### config.mk
export PLATFORM = sky130hd
export DESIGN_NAME = tsc_ctrl
export DESIGN_NICKNAME = d
export VERILOG_FILES = /design/src/core/tsc_pkg.sv /design/src/core/tsc_ctrl.sv
export SDC_FILE = /design/constraint.sdc
export NUM_CORES = 1
export LEC_CHECK = 0
export BUFFER_PORTS_ARGS = -buffer_cell sky130_fd_sc_hd__clkbuf_2
export CORE_UTILIZATION = 55
export CTS_CLUSTER_SIZE = 10
export DETAILED_ROUTE_END_ITERATION = 10
export GPL_ROUTABILITY_DRIVEN = 0
export PLACE_DENSITY = 0.74
export SLEW_MARGIN = 10
export SYNTH_ARGS = -nofsm -noshare
export SYNTH_HDL_FRONTEND = slang
export SYNTH_SLANG_ARGS = --single-unit
### constraint.sdc
create_clock -name clk -period 8.79 [get_ports clk]
set_input_delay 0.4395 -clock clk [delete_from_list [all_inputs] [get_ports clk]]
set_output_delay 0.4395 -clock clk [all_outputs]
set_load 0.03 [all_outputs]
### src/core/tsc_pkg.sv
// shared constants and types for the trim dac tracking servo controller
package tsc_pkg;
	localparam int NCH = 2;
	localparam int AW = 8;
	localparam int CW = 24;
	localparam int DW = 10;
	// register byte addresses
	localparam logic [AW-1:0] A_CTRL = 8'h00;
	localparam logic [AW-1:0] A_STAT = 8'h04;
	localparam logic [AW-1:0] A_CH_BASE = 8'h10;
	localparam logic [AW-1:0] A_CH1 = 8'h20;
	localparam logic [AW-1:0] A_CH_END = 8'h30;
	localparam int OFF_W = 4;
	localparam logic [OFF_W-1:0] O_IDAC = 4'h0;
	localparam logic [OFF_W-1:0] O_TRACK = 4'h4;
	localparam logic [OFF_W-1:0] O_DELAY = 4'h8;
	localparam logic [OFF_W-1:0] O_SERVO = 4'hC;
	// control register fields
	localparam int C_GO = 0;
	localparam int C_SYNC = 1;
	localparam int C_RUN = 2;
	localparam int C_PEND = 4;
	localparam int C_CFGLO = 5;
	localparam int C_BUSY = 6;
	// track and servo register fields
	localparam int T_EN = 8;
	localparam int T_POL = 9;
	localparam int S_EN = 15;
	localparam int SW = 15;
	// status: one field group per channel
	localparam int ST_W = 6;
	// dac codes
	localparam logic [7:0] DAC_MIN = 8'h00;
	localparam logic [7:0] DAC_MID = 8'h80;
	localparam logic [7:0] DAC_MAX = 8'hFF;
	localparam logic [1:0] CONF_N = 2'h2;
	// timing, in ns, and derived cycle counts
	localparam int CLK_NS = 100;
	localparam int STEP_NS = 1000;
	localparam int HOLD_NS = 100000;
	localparam int SETTLE_NS = 10000;
	localparam int SYNC_NS = 1000000;
	localparam int STEP_CYC = (STEP_NS + CLK_NS - 1) / CLK_NS;
	localparam int HOLD_CYC = (HOLD_NS + CLK_NS - 1) / CLK_NS;
	localparam int SETTLE_CYC = (SETTLE_NS + CLK_NS - 1) / CLK_NS;
	localparam int SYNC_CYC = SYNC_NS / CLK_NS;

	typedef enum logic [1:0] {
		TR_IDLE = 2'b00,
		TR_SETTLE = 2'b01,
		TR_RUN = 2'b10,
		TR_HOLD = 2'b11
	} tsc_trk_e;

	typedef enum logic [1:0] {
		SY_IDLE = 2'b00,
		SY_DRAIN = 2'b01,
		SY_WAIT = 2'b10
	} tsc_sync_e;

	typedef struct packed {
		logic refault;
		logic rep;
		logic en;
		logic con;
		logic pol;
		logic [7:0] code;
	} tsc_idac_s;

	typedef struct packed {
		logic valid;
		logic is_a;
		logic ch;
		logic [SW-1:0] res;
		logic uv;
		logic ov;
	} tsc_conv_s;

	typedef struct packed {
		logic cfg;
		logic [NCH-1:0] run;
		logic [NCH-1:0] comp;
	} tsc_pins_s;
endpackage

### src/core/tsc_ctrl.sv
// tracking and voltage servo sequencer for two trim dacs, apb slave
//
// How it works
// tracking pending while config pin high and any run pin high
// sync write: finish conversion, wait for go, give up on timeout
// host reads sync flag back before issuing go to the group
// host hard connects, sets track regs, releases run pins, then go
// go: delay counts down per step, then code steps once per step
// power-up: track enable clears at target; config low; hold; dacs off
// power-up refused for a channel not connected
// track pol, track enable and code writes ignored while locked
// power-down: soft connect, release config pin, settle, then count
// power-down: ramp to target, then clear both track enables
// power-down go ignored while any tracked dac still enabled
// host may pull run pins low after power-down ends
// servo steps code up, down or holds after each servo conversion
// servo write clears reached; fast mode; two slow conversions
// other channels' conversions held until servo reached
// servo enable forced low while dac disabled
// host connects the dac before asking for servo
// dac limit fault during continuous servo keeps servoing
// servo enable cleared while tracking pending or running
// one-time servo stops updating once reached
// re-servo on fault: uv or ov clears reached, servo again
// persistent fault: other channels served after each attempt
// ten bit start delay per channel
// soft connect ramps from mid until comparator trips or limit
// dac limit fault evaluated after each round of conversions
// step, hold, settle and sync times are cycle count parameters
// two channels run independently, sharing go, pin and adc
//
// Register access over APB and the register offsets were left to the implementer.
module tsc_ctrl
	import tsc_pkg::*;
#(
	parameter int STEP_C = tsc_pkg::STEP_CYC,
	parameter int HOLD_C = tsc_pkg::HOLD_CYC,
	parameter int SETTLE_C = tsc_pkg::SETTLE_CYC,
	parameter int SYNC_C = tsc_pkg::SYNC_CYC
) (
	input  wire logic                   clk,        // 10 mhz
	input  wire logic                   nrst,       // async reset
	input  wire logic                   psel,       // apb select
	input  wire logic                   penable,    // apb access
	input  wire logic                   pwrite,     // apb direction
	input  wire logic [tsc_pkg::AW-1:0] paddr,      // apb address
	input  wire logic [31:0]            pwdata,     // apb write data
	output logic      [31:0]            prdata,     // apb read data
	output logic                        pready,     // apb ready
	output logic                        pslverr,    // unmapped
	input  tsc_pkg::tsc_pins_s          pins_i,     // async pin levels
	output logic                        cfg_o,      // config pin out
	output logic                        cfg_oe,     // config pull low
	output logic      [tsc_pkg::NCH-1:0] run_o,     // run pins out
	output logic      [tsc_pkg::NCH-1:0] run_oe,    // run pull low
	output logic [tsc_pkg::NCH-1:0][7:0] dac_code, // dac codes
	output logic      [tsc_pkg::NCH-1:0] dac_on,    // buffer linked
	input  wire logic                   adc_busy,   // conversion on
	input  tsc_pkg::tsc_conv_s          conv_i,     // conversion end
	input  wire logic                   round_done, // all convs done
	output logic                        adc_fast,   // 12-bit mode
	output logic                        adc_hold_oth, // hold others
	output logic                        adc_hold_all  // hold all
);
	import tsc_pkg::*;

	localparam int PW = $bits(tsc_pins_s);
	localparam int IW = $bits(tsc_idac_s);

	// timing counts must fit the shared counter
	if (STEP_C < 1 || HOLD_C < 1 || SETTLE_C < 1 || SYNC_C < 1 ||
			SYNC_C >= 2 ** CW || HOLD_C >= 2 ** CW) begin : g_bad
		$error("timing count out of range");
	end

	// channel window decode: {hit, channel}
	function automatic logic [1:0] chdec(input logic [AW-1:0] a);
		logic hit;
		hit = (a >= A_CH_BASE) && (a < A_CH_END) && (a[1:0] == 2'b00);
		return {hit, a >= A_CH1};
	endfunction

	logic [PW-1:0] s1_q, s2_q, s3_q, pin_q;
	tsc_pins_s pf;
	tsc_idac_s idac_q [NCH];
	logic [7:0] ttgt_q [NCH];
	logic [DW-1:0] dly_q [NCH];
	logic [DW-1:0] dcnt_q [NCH];
	logic [SW-1:0] svt_q [NCH];
	logic [1:0] cf_q [NCH];
	logic [NCH-1:0] ten_q, tpol_q, sv_en_q, done_q, rch_q;
	logic [NCH-1:0] dir_q, lastv_q, flt_q, sc_q, scf_q, scr_q, act_q;
	logic [NCH-1:0] sv_act, lo, eq, inc, cv, refire, en_v;
	logic [NCH-1:0] run_rel_q;
	logic [1:0] wdec;
	logic [OFF_W-1:0] off;
	logic wr, go_w, sync_w, pend, lock, tick;
	logic start_up, start_dn, run_end, hold_end, retry_q, cfg_low_q, dn_q;
	logic [CW-1:0] stp_q, tmr_q, syt_q;
	tsc_trk_e trk_st;
	tsc_sync_e sy_st;
	tsc_idac_s wi;
	logic [31:0] rd_d;

	// three stage pin sampler; a bit moves once stages two and three agree
	always_ff @(posedge clk or negedge nrst) begin
		if (!nrst) begin
			s1_q <= '0;
			s2_q <= '0;
			s3_q <= '0;
			pin_q <= '0;
		end else begin
			s1_q <= pins_i;
			s2_q <= s1_q;
			s3_q <= s2_q;
			pin_q <= (~(s2_q ^ s3_q) & s3_q) | ((s2_q ^ s3_q) & pin_q);
		end
	end
	assign pf = pin_q;

	// bus decode; slave never stalls
	assign pready = 1'b1;
	assign wdec = chdec(paddr);
	assign off = paddr[OFF_W-1:0];
	assign wr = psel && penable && pwrite;
	assign pslverr = psel && penable && !wdec[1] &&
		(paddr != A_CTRL) && (paddr != A_STAT);
	assign go_w = wr && (paddr == A_CTRL) && pwdata[C_GO] &&
		(sy_st != SY_DRAIN);
	assign sync_w = wr && (paddr == A_CTRL) && pwdata[C_SYNC];
	assign wi = tsc_idac_s'(pwdata[IW-1:0]);

	// tracking range and lockout
	assign pend = pf.cfg && (|pf.run);
	assign lock = pend || (trk_st != TR_IDLE);
	assign start_up = go_w && (trk_st == TR_IDLE) && pend;
	assign start_dn = go_w && (trk_st == TR_IDLE) && !pend &&
		(|ten_q) && !(|(ten_q & en_v));
	assign run_end = (trk_st == TR_RUN) && !(|act_q);
	assign hold_end = (trk_st == TR_HOLD) && (tmr_q == '0);

	// per channel servo terms
	always_comb begin
		for (int c = 0; c < NCH; c++) begin
			en_v[c] = idac_q[c].en;
			sv_act[c] = sv_en_q[c] && idac_q[c].en && idac_q[c].con &&
				(!done_q[c] || idac_q[c].rep);
			lo[c] = $signed(conv_i.res) < $signed(svt_q[c]);
			eq[c] = conv_i.res == svt_q[c];
			inc[c] = lo[c] ~^ idac_q[c].pol;
			cv[c] = conv_i.valid && conv_i.is_a && (conv_i.ch == 1'(c));
			refire[c] = cv[c] && done_q[c] && idac_q[c].refault &&
				!idac_q[c].rep && (conv_i.uv || conv_i.ov);
		end
	end

	// adc scheduling requests
	assign adc_fast = |(sv_act & ~rch_q & ~done_q);
	assign adc_hold_oth = (|(sv_act & ~done_q)) && !retry_q;
	assign adc_hold_all = lock || (sy_st != SY_IDLE);

	// pins and dac outputs
	assign cfg_o = 1'b0;
	assign cfg_oe = cfg_low_q;
	assign run_o = '0;
	assign run_oe = ~run_rel_q;
	always_comb begin
		for (int c = 0; c < NCH; c++) begin
			dac_code[c] = idac_q[c].code;
			dac_on[c] = idac_q[c].en && idac_q[c].con;
		end
	end

	// step period tick, free running
	always_ff @(posedge clk or negedge nrst) begin
		if (!nrst) begin
			stp_q <= '0;
		end else if (stp_q == '0) begin
			stp_q <= CW'(STEP_C - 1);
		end else begin
			stp_q <= stp_q - 1'b1;
		end
	end
	assign tick = (stp_q == '0);

	// run pin release bits; reset holds supplies off
	always_ff @(posedge clk or negedge nrst) begin
		if (!nrst) begin
			run_rel_q <= '0;
		end else if (wr && paddr == A_CTRL) begin
			run_rel_q <= pwdata[C_RUN +: NCH];
		end
	end

	// group sync: drain the conversion, then wait for go or timeout
	always_ff @(posedge clk or negedge nrst) begin
		if (!nrst) begin
			sy_st <= SY_IDLE;
			syt_q <= '0;
		end else begin
			case (sy_st)
				SY_IDLE: begin
					if (sync_w) begin
						sy_st <= SY_DRAIN;
					end
				end
				SY_DRAIN: begin
					if (!adc_busy) begin
						sy_st <= SY_WAIT;
						syt_q <= CW'(SYNC_C);
					end
				end
				SY_WAIT: begin
					if (go_w || syt_q == '0) begin
						sy_st <= SY_IDLE;
					end else begin
						syt_q <= syt_q - 1'b1;
					end
				end
				default: sy_st <= SY_IDLE;
			endcase
		end
	end

	// global tracking sequence, shared by both channels
	always_ff @(posedge clk or negedge nrst) begin
		if (!nrst) begin
			trk_st <= TR_IDLE;
			tmr_q <= '0;
			cfg_low_q <= 1'b0;
			dn_q <= 1'b0;
		end else begin
			case (trk_st)
				// pending rises again while powering down, so keep the way
				TR_IDLE: begin
					if (start_up) begin
						trk_st <= TR_RUN;
						dn_q <= 1'b0;
					end else if (start_dn) begin
						trk_st <= TR_SETTLE;
						dn_q <= 1'b1;
						cfg_low_q <= 1'b0;
						tmr_q <= CW'(SETTLE_C);
					end
				end
				TR_SETTLE: begin
					if (tmr_q == '0) begin
						trk_st <= TR_RUN;
					end else begin
						tmr_q <= tmr_q - 1'b1;
					end
				end
				TR_RUN: begin
					if (run_end && !dn_q) begin
						trk_st <= TR_HOLD;
						cfg_low_q <= 1'b1;
						tmr_q <= CW'(HOLD_C);
					end else if (run_end) begin
						trk_st <= TR_IDLE;
					end
				end
				TR_HOLD: begin
					if (tmr_q == '0) begin
						trk_st <= TR_IDLE;
					end else begin
						tmr_q <= tmr_q - 1'b1;
					end
				end
				default: trk_st <= TR_IDLE;
			endcase
		end
	end

	// a fault retry lets one full round of other channels through
	always_ff @(posedge clk or negedge nrst) begin
		if (!nrst) begin
			retry_q <= 1'b0;
		end else if (|refire) begin
			retry_q <= 1'b1;
		end else if (round_done) begin
			retry_q <= 1'b0;
		end
	end

	// channel state; later assignments win, so hardware sets follow
	// the software clears
	always_ff @(posedge clk or negedge nrst) begin
		if (!nrst) begin
			for (int c = 0; c < NCH; c++) begin
				idac_q[c] <= '0;
				ttgt_q[c] <= '0;
				dly_q[c] <= '0;
				dcnt_q[c] <= '0;
				svt_q[c] <= '0;
				cf_q[c] <= '0;
			end
			{ten_q, tpol_q, sv_en_q, done_q, rch_q} <= '0;
			{dir_q, lastv_q, flt_q, sc_q, scf_q, scr_q, act_q} <= '0;
		end else begin
			for (int c = 0; c < NCH; c++) begin
				// software writes
				if (wr && wdec[1] && wdec[0] == 1'(c)) begin
					case (off)
						O_IDAC: begin
							idac_q[c].rep <= wi.rep;
							idac_q[c].refault <= wi.refault;
							if (lock || sc_q[c]) begin

							end else if (!wi.en) begin
								idac_q[c].en <= 1'b0;
								idac_q[c].con <= 1'b0;
								scf_q[c] <= 1'b0;
							end else if (scf_q[c]) begin
								// failed soft connect must be disabled first
							end else if (!idac_q[c].en && !wi.con) begin
								idac_q[c].en <= 1'b1;
								idac_q[c].pol <= wi.pol;
								idac_q[c].code <= DAC_MID;
								sc_q[c] <= 1'b1;
								scr_q[c] <= pf.comp[c];
							end else if (!idac_q[c].en || (idac_q[c].con
									&& !sv_en_q[c])) begin
								idac_q[c].en <= 1'b1;
								idac_q[c].con <= 1'b1;
								idac_q[c].pol <= wi.pol;
								idac_q[c].code <= wi.code;
							end
						end
						O_TRACK: begin
							ttgt_q[c] <= pwdata[7:0];
							if (!lock) begin
								ten_q[c] <= pwdata[T_EN];
								tpol_q[c] <= pwdata[T_POL];
							end
						end
						O_DELAY: dly_q[c] <= pwdata[DW-1:0];
						O_SERVO: begin
							svt_q[c] <= pwdata[SW-1:0];
							sv_en_q[c] <= pwdata[S_EN];
							done_q[c] <= 1'b0;
							rch_q[c] <= 1'b0;
							cf_q[c] <= '0;
							lastv_q[c] <= 1'b0;
						end
						default: ;
					endcase
				end
				// tracking start per channel
				if (start_up && ten_q[c] && idac_q[c].con) begin
					act_q[c] <= 1'b1;
					dcnt_q[c] <= dly_q[c];
				end
				if (start_dn && ten_q[c]) begin
					act_q[c] <= 1'b1;
					dcnt_q[c] <= dly_q[c];
					idac_q[c].en <= 1'b1;
					idac_q[c].con <= 1'b0;
					idac_q[c].code <= DAC_MID;
					sc_q[c] <= 1'b1;
					scr_q[c] <= pf.comp[c];
				end
				// delay count then single count ramp
				if (trk_st == TR_RUN && tick && act_q[c] && !sc_q[c]) begin
					if (dcnt_q[c] != '0) begin
						dcnt_q[c] <= dcnt_q[c] - 1'b1;
					end else if (idac_q[c].code < ttgt_q[c]) begin
						idac_q[c].code <= idac_q[c].code + 8'h01;
					end else if (idac_q[c].code > ttgt_q[c]) begin
						idac_q[c].code <= idac_q[c].code - 8'h01;
					end else begin
						act_q[c] <= 1'b0;
						if (!dn_q) begin
							ten_q[c] <= 1'b0;
						end
					end
				end
				if (run_end && dn_q) begin
					ten_q[c] <= 1'b0;
				end
				if (hold_end) begin
					idac_q[c].en <= 1'b0;
					idac_q[c].con <= 1'b0;
				end
				// servo step after each conversion of this channel
				if (cv[c] && sv_act[c] && !lock) begin
					if (!eq[c] && inc[c] && idac_q[c].code != DAC_MAX) begin
						idac_q[c].code <= idac_q[c].code + 8'h01;
					end else if (!eq[c] && !inc[c] &&
							idac_q[c].code != DAC_MIN) begin
						idac_q[c].code <= idac_q[c].code - 8'h01;
					end
					dir_q[c] <= inc[c];
					lastv_q[c] <= 1'b1;
					if (eq[c] || (lastv_q[c] && dir_q[c] != inc[c])) begin
						rch_q[c] <= 1'b1;
					end
					if (rch_q[c] && !done_q[c]) begin
						cf_q[c] <= cf_q[c] + 2'h1;
						if (cf_q[c] == CONF_N - 2'h1) begin
							done_q[c] <= 1'b1;
						end
					end
				end
				if (refire[c]) begin
					done_q[c] <= 1'b0;
					rch_q[c] <= 1'b0;
					cf_q[c] <= '0;
					lastv_q[c] <= 1'b0;
				end
				// limit fault only reported; servo carries on
				if (round_done) begin
					flt_q[c] <= idac_q[c].code == DAC_MIN ||
						idac_q[c].code == DAC_MAX || scf_q[c];
				end
				// soft connect ramp on the step tick
				if (sc_q[c] && tick) begin
					if (pf.comp[c] != scr_q[c]) begin
						idac_q[c].con <= 1'b1;
						sc_q[c] <= 1'b0;
					end else if (idac_q[c].code == DAC_MIN ||
							idac_q[c].code == DAC_MAX) begin
						sc_q[c] <= 1'b0;
						scf_q[c] <= 1'b1;
						flt_q[c] <= 1'b1;
					end else if (scr_q[c]) begin
						idac_q[c].code <= idac_q[c].code - 8'h01;
					end else begin
						idac_q[c].code <= idac_q[c].code + 8'h01;
					end
				end
				// servo enable cannot survive a disabled dac or tracking
				if (!idac_q[c].en || (wr && wdec[1] && off == O_IDAC &&
						wdec[0] == 1'(c) && !wi.en && !lock)) begin
					sv_en_q[c] <= 1'b0;
				end
				if (lock) begin
					sv_en_q[c] <= 1'b0;
				end
			end
		end
	end

	// read mux, sampled in the setup phase
	always_comb begin
		rd_d = '0;
		if (paddr == A_CTRL) begin
			rd_d[C_SYNC] = (sy_st == SY_WAIT);
			rd_d[C_RUN +: NCH] = run_rel_q;
			rd_d[C_PEND] = pend;
			rd_d[C_CFGLO] = cfg_low_q;
			rd_d[C_BUSY] = (trk_st != TR_IDLE);
		end else if (paddr == A_STAT) begin
			for (int c = 0; c < NCH; c++) begin
				rd_d[c*ST_W +: ST_W] = {scf_q[c], ten_q[c], sc_q[c],
					idac_q[c].con, flt_q[c], done_q[c]};
			end
		end else if (wdec[1]) begin
			case (off)
				O_IDAC: rd_d[IW-1:0] = idac_q[wdec[0]];
				O_TRACK: rd_d[T_POL:0] = {tpol_q[wdec[0]],
					ten_q[wdec[0]], ttgt_q[wdec[0]]};
				O_DELAY: rd_d[DW-1:0] = dly_q[wdec[0]];
				O_SERVO: rd_d[S_EN:0] = {sv_en_q[wdec[0]],
					svt_q[wdec[0]]};
				default: rd_d = '0;
			endcase
		end
	end

	always_ff @(posedge clk or negedge nrst) begin
		if (!nrst) begin
			prdata <= '0;
		end else if (psel && !penable) begin
			prdata <= rd_d;
		end
	end
endmodule

==> results of run 1 <==
[critical path: stages, from the launching register on]
cell	delay (ns)
dfrtp_1	0.40
inv_1	0.06
ha_1	0.20
or4b_2	0.62
nor4b_2	0.69
a41oi_1	0.27
a21oi_1	0.30
o22ai_1	0.13
buf_4	0.23
inv_1	0.38
and4b_1	0.30
xnor2_1	0.13
nor2_1	0.05
[state kept, by name, summed over array words and instances, names as in the netlist, 4 cells and up, named ones only]
signal	cells
s3_q	5
idac_q	8
dly_q	20
prdata	16
ttgt_q	16
dac_code	16
cf_q	4
s2_q	5
dcnt_q	20
tmr_q	24
svt_q	30
s1_q	5
syt_q	24
stp_q	24
[where the power goes]
part	total, mW	switching, mW	internal [mW]
Sequential	1.30	0.0529	1.25
Clock	1.15	0.487	0.662
Combinational	0.273	0.177	0.0964
Total	2.72	0.717	2.00
[cell usage after synthesis (20+ instances only)]
cell type  instances
nor2_1           170
buf_4             36
inv_1             93
a21oi_1          141
xor2_1            21
ha_1              59
nor3_1            68
mux2i_1           23
nand4_1           30
clkbuf_1          62
nor4_1            34
xnor2_1           46
or3_1             45
nand3_1           41
o21ai_0           77
dfrtp_1          257
or4_1             20
nand2_1          212
mux2_2            80
[worst paths after layout]
kind                                 startpoint                     to  cells past startpoint
max                        tmr_q[0]$_DFFE_PN0P_  tmr_q[17]$_DFFE_PN0P_                     12
min                                        nrst  dac_code[7]$_DFF_PN0_                      1
max reg2reg                tmr_q[0]$_DFFE_PN0P_  tmr_q[17]$_DFFE_PN0P_                     12
min reg2reg                   s1_q[4]$_DFF_PN0_      s2_q[4]$_DFF_PN0_                      0
max in group asynchronous                  nrst  syt_q[15]$_DFFE_PN0P_                      2
min in group clk                     pwdata[14]  svt_q[14]$_DFFE_PN0P_                      2
[cell type report]
type	instances	area [um^2]
diodes	4	10.0
clock buffers	42	847
clock inverters	4	35.0
fillers	2431	10700
inverters	93	349
multi-input cells	1366	8590
flip-flops and latches	257	6430
well taps	378	473
repair buffers	114	638
[cell usage in the layout (no fill, tap or decap), types with 19 or more instances in the layout]
master and n:
dfrtp_1 257, nand2_1 212, nor2_1 169, a21oi_1 141, clkbuf_2 95, inv_1 93
mux2_2 80, o21ai_0 77, nor3_1 67, ha_1 59, xnor2_1 46, or3_1 44
nand3_1 41, nor4_1 34, clkbuf_16 31, nand4_1 30, mux2i_1 23, xor2_1 21
or4_1 20, conb_1 20, nor2b_1 19, or2_2 19
[routing by layer]
metal,vias to the layer above,share of wire,global-route usage
li1,6524,-,-
met1,6870,0.41,0.420
met2,637,0.46,0.500
met3,137,0.082,0.0509
met4,2,0.043,0.144
met5,-,0.00028,0
[cells by family (layout without fill, tap and decap cells)]
kind of cell,after synthesis,after routing,synth area share
adders and majority gates,64,64,0.0497
DFF,257,257,0.406
and+or+nand+nor,742,742,0.234
xor gates and xnor gates,67,67,0.0370
AOI/OAI and AO/OA,369,369,0.143
buffers and inverters,202,253,0.0571
muxes,104,104,0.0728
other,2,24,0.000474
[per-stage QoR]
stage	cells	utilization
global route	2255	0.618
global placement	2203	0.585
detailed placement	2203	0.585
CTS	2254	0.618
floorplan	1825	-
finish	2258	0.619
==> impl_results.md, run 1 <==
* Crit start category: register
* First DRT Iteration DRCs at between 1500 and 2000
* Die area at just under 0.03 mm^2
* Routed len/inst at a little over 20 um
* Final net count at 1994
* CP Capture Type: register
* Rel. slew slack at 0.218
* Vias in the first global route at approximately 13000
* Max VDD drop at 0.000189 V
* WP data required at 9.21 ns
* Die H at between 150 and 200 um
* Max Root-Sink Buffers at 3
* Max_cap viols at 0
* Congestion Overflow GR at 0
* Setup WS post-layout at slightly below 5 ns
* Clock root buffer: clkbuf_16
* Post-CTS setup repair buffer count at 0
* Synthesized flop and latch total at about 260
* Failing checks: negative hold slack
* Max Slew Vio Count at 0
* Largest net degree at the start of global routing at ~130
* Initial Utilization at 0.565
* Largest area contributor in the netlist: dfrtp_1
* Synth unique cells at 75
* Global-route wire length before repair at approximately 72 mm
* Max Fanout on Critical Path at 20
* Detail Placement HPWL at around 33 mm
* R2r setup slk at 4.87 ns
* Clk_lat worst skew at about 0.57 ns
* Top achievable clock speed at ~250 MHz
* Vias per cell at 6.28
* Pwr dens at around 160 mW/mm^2
* Leak pwr at between 7 and 8 nW
* Ys async rst share at 1.00
* # hold bufs at CTS at 5
* Port buffer count at 96
* Average cell area after synthesis at between 8 and 9 um^2
* Cts repair resizes at 0
* Crit path kind: register to register
* RSZ-0062 raised after global routing: no
* Dpl cell area at roughly 0.016 mm^2
* Crit share post-route at 0.446
* WP data arrival at 4.34 ns
* IO Pins at 133
* EDFF count, synth at 0
* Prevailing post-synth register cell: dfrtp_1
* Overall routed net length at 45.7 mm
* Outcome: finished, violations left
* H-tree depth at 1
* Fraction of layout cells with a size suffix above 1 at 0.142
* Synthesized area at 0.0159 mm^2
* Synth top area share at 0.406
* Pre-CTS WS at roughly 4.8 ns
* Num rows at between 60 and 70
* Synth warn at 0
* Actual slew at the worst max-slew pin at approximately 1.2 ns
* CTS clk-pin slew, worst paths at around 0.06 ns
* CTS sink cnt at 257
* CTS tree: built
* First-pass DRT Iterations at 6
* Worst Hold Slack at -0.0500 ns
* Final Critical Period at slightly below 4 ns
* Routed via count at around 14000
* Final-report hold violation count at 24
* Setup-failing EPs final at 0
* Synth area leaders: dfrtp_1 41%, mux2_2 5.7%, nand2_1 5.0%
* DRC Markers at 0
* Total power at ~2.7 mW
* Antenna viol nets, final at 0
* Clock Skews at about 0.011 ns
* Area grow syn2layout at 9.60%
* Sequential element share of the synthesized area at 0.406
* Overall global routing resource usage at 0.314
* CTS Buf Count at 31
* CORE AREA at ~0.028 mm^2
* Hold Crit Class: input pin to asynchronous set/reset pin
* Design area at ~0.017 mm^2
* Cells after synthesis at about 1800
* Setup TNS at 0 ns
* Die Wd at 172 um
* Initial antenna violation count at 3
Power figures use the tool's default switching activity.
==> run 2, diff against run 1 <==
Clock period 8.79 ns to 4.1 ns, I/O delays scaled along.
==> run 2 against run 1 <==
  * The flow now finishes without violations
  * Worst setup slack got worse by 4.4 ns
  * Sequential share of layout area decreased by 0.51 points
  * Die area unchanged
  * Combinational power increased by 120%
  * Sequential cell count unchanged
  * Critical endpoint is now dac_code[1]$_DFF_PN0_
==> impl_results.md, run 2 (synthesis results as in run 1) <==
* Initial antenna violation count at 1
* Crit Reg-Reg Endpoint: dac_code[1]$_DFF_PN0_
* Area grow syn2layout at 11.1%
* Rel. slew slack at 0.279
* Initial Utilization at 0.565
* Port buffer count at 96
* Max_cap viols at 0
* First DRT Iteration DRCs at around 1700
* Global-route wire length before repair at between 70 and 80 mm
* Crit path kind: register to register
* Top achievable clock speed at between 200 and 300 MHz
* R2r setup slk at about 0.45 ns
* Final Critical Period at around 3.7 ns
* CTS clk-pin slew, worst paths at ~0.060 ns
* H-tree depth at 1
* Die H at between 150 and 200 um
* Setup TNS at 0 ns
* Hold Crit Class: input pin to register
* CTS sink cnt at 257
* Commonest non-fill, non-tap cell in the layout: dfrtp_1
* Worst hold stages at 3
* Worst Reg-to-Reg Cells at 11
* Vias in the first global route at between 10000 and 15000
* Clock root buffer: clkbuf_16
* Design area at between 0.015 and 0.02 mm^2
* Fraction of layout cells with a size suffix above 1 at 0.151
* Worst setup path end: dac_code[1]$_DFF_PN0_
* Outcome: complete, no violations
* Max Root-Sink Buffers at 3
* Die Wd at between 150 and 200 um
* Layout fillers at 2389
* Setup-failing EPs final at 0
* CTS Buf Count at 31
* Crit start category: register
* Final core occ at 0.627
* Most frequent cells in the layout: 257 x dfrtp_1, 212 x nand2_1, 169 x nor2_1, 141 x a21oi_1, 95 x clkbuf_2
* CP Capture Type: register
* Routed via count at about 14000
* DRC Markers at 0
* WP data required at 4.55 ns
* Largest net degree at the start of global routing at between 80 and 90
* Crit share post-route at 0.891
* First-pass DRT Iterations at 8
* Pwr dens at 332 mW/mm^2
* Overall routed net length at between 40 and 50 mm
* Most flop-heavy register: svt_q
* Max reg flops at 30
* CORE AREA at 0.0281 mm^2
* CTS tree: built
* Detail Placement HPWL at approximately 34 mm
* Overall global routing resource usage at 0.324
* Die area at between 0.02 and 0.03 mm^2
* Num rows at ~60
* Actual slew at the worst max-slew pin at 1.08 ns
* Routed len/inst at between 20 and 25 um
* Worst reg2reg path startpoint: svt_q[27]$_DFFE_PN0P_
* Crit path launch: svt_q[27]$_DFFE_PN0P_
* WP data arrival at 4.10 ns
* RSZ-0062 raised after global routing: no
* Congestion Overflow GR at 0
* Clk_lat worst skew at 0.58 ns
* IO Pins at approximately 130
* Clock Skews at approximately 0.028 ns
* Final net count at just over 2000
* Dpl cell area at 0.0166 mm^2
* Max VDD drop at between 0.0002 and 0.0003 V
* Max Fanout on Critical Path at 13
* Final-report hold violation count at 0
* Antenna viol nets, final at 0
* Vias per cell at slightly above 6
* Max Slew Vio Count at 0
* Leak pwr at ~7.8 nW
run 2: layout make-up:
class                      count  area (um^2)  share of cell area
tap                          378          473              0.0268
multi-input combinational   1366         8590               0.488
timing repair buffer         143          888              0.0504
inverter                      93          349              0.0198
sequential                   257         6430               0.365
antenna                        1         2.50            0.000142
clock buffer                  40          860              0.0488
clock inverter                 3         22.5             0.00128
run 2: how the worst min path moves through the flow:
| stage | from | to | slack [ns] |
|---|---|---|---|
| final | conv_i[17] | done_q[0]$_DFF_PN0_ | 0.04 |
| after global routing | pwdata[8] | idac_q[8]$_DFFE_PN0P_ | 0.08 |
| after CTS | conv_i[17] | done_q[0]$_DFF_PN0_ | 0.02 |
| after detailed placement | nrst | dac_code[3]$_DFF_PN0_ | 0.27 |
| after global placement | nrst | dac_code[6]$_DFF_PN0_ | 0.27 |
| after floorplan | nrst | asynchronous set/reset pin | -0.09 |
run 2: repair_timing:
action                    4_1_cts  5_1_grt
hold buffers                   13        0
buffers inserted                0        0
hold endpoints to repair      105        0
resized for setup               0        0
run 2: metal layers:
layer	share of wire	vias to the layer above	global-route usage
li1	-	6564	-
met1	0.40	6800	0.428
met2	0.45	679	0.506
met3	0.091	170	0.0605
met4	0.052	2	0.167
met5	0.00028	-	0.00348
run 2: power breakdown:
part | internal [mW] | switching, mW
clock network | 1.44 | 1.03
registers | 2.67 | 0.116
logic | 0.216 | 0.390
total | 4.32 | 1.54
run 2: through the flow:
step                hold slack (ns)  power [mW]  worst slack, ns  instances
finish                       0.0366        5.86            0.448       2281
global route                 0.0816        6.09            0.245       2280
CTS                          0.0224        5.89            0.510       2280
detailed placement            0.273        3.41            0.509       2224
global placement              0.266        3.38            0.643       2224
floorplan                   -0.0906        3.20            0.853       1825
run 2: worst max-delay path, stage by stage (launching register included):
cell,delay [ns]
dfrtp_1,0.36
inv_1,0.05
ha_1,0.28
a21o_1,0.18
a2111oi_0,0.48
o2bb2ai_1,0.20
o21ai_0,0.44
and2_1,0.58
a2111oi_2,0.15
buf_4,0.21
o32a_1,0.34
mux2_2,0.26
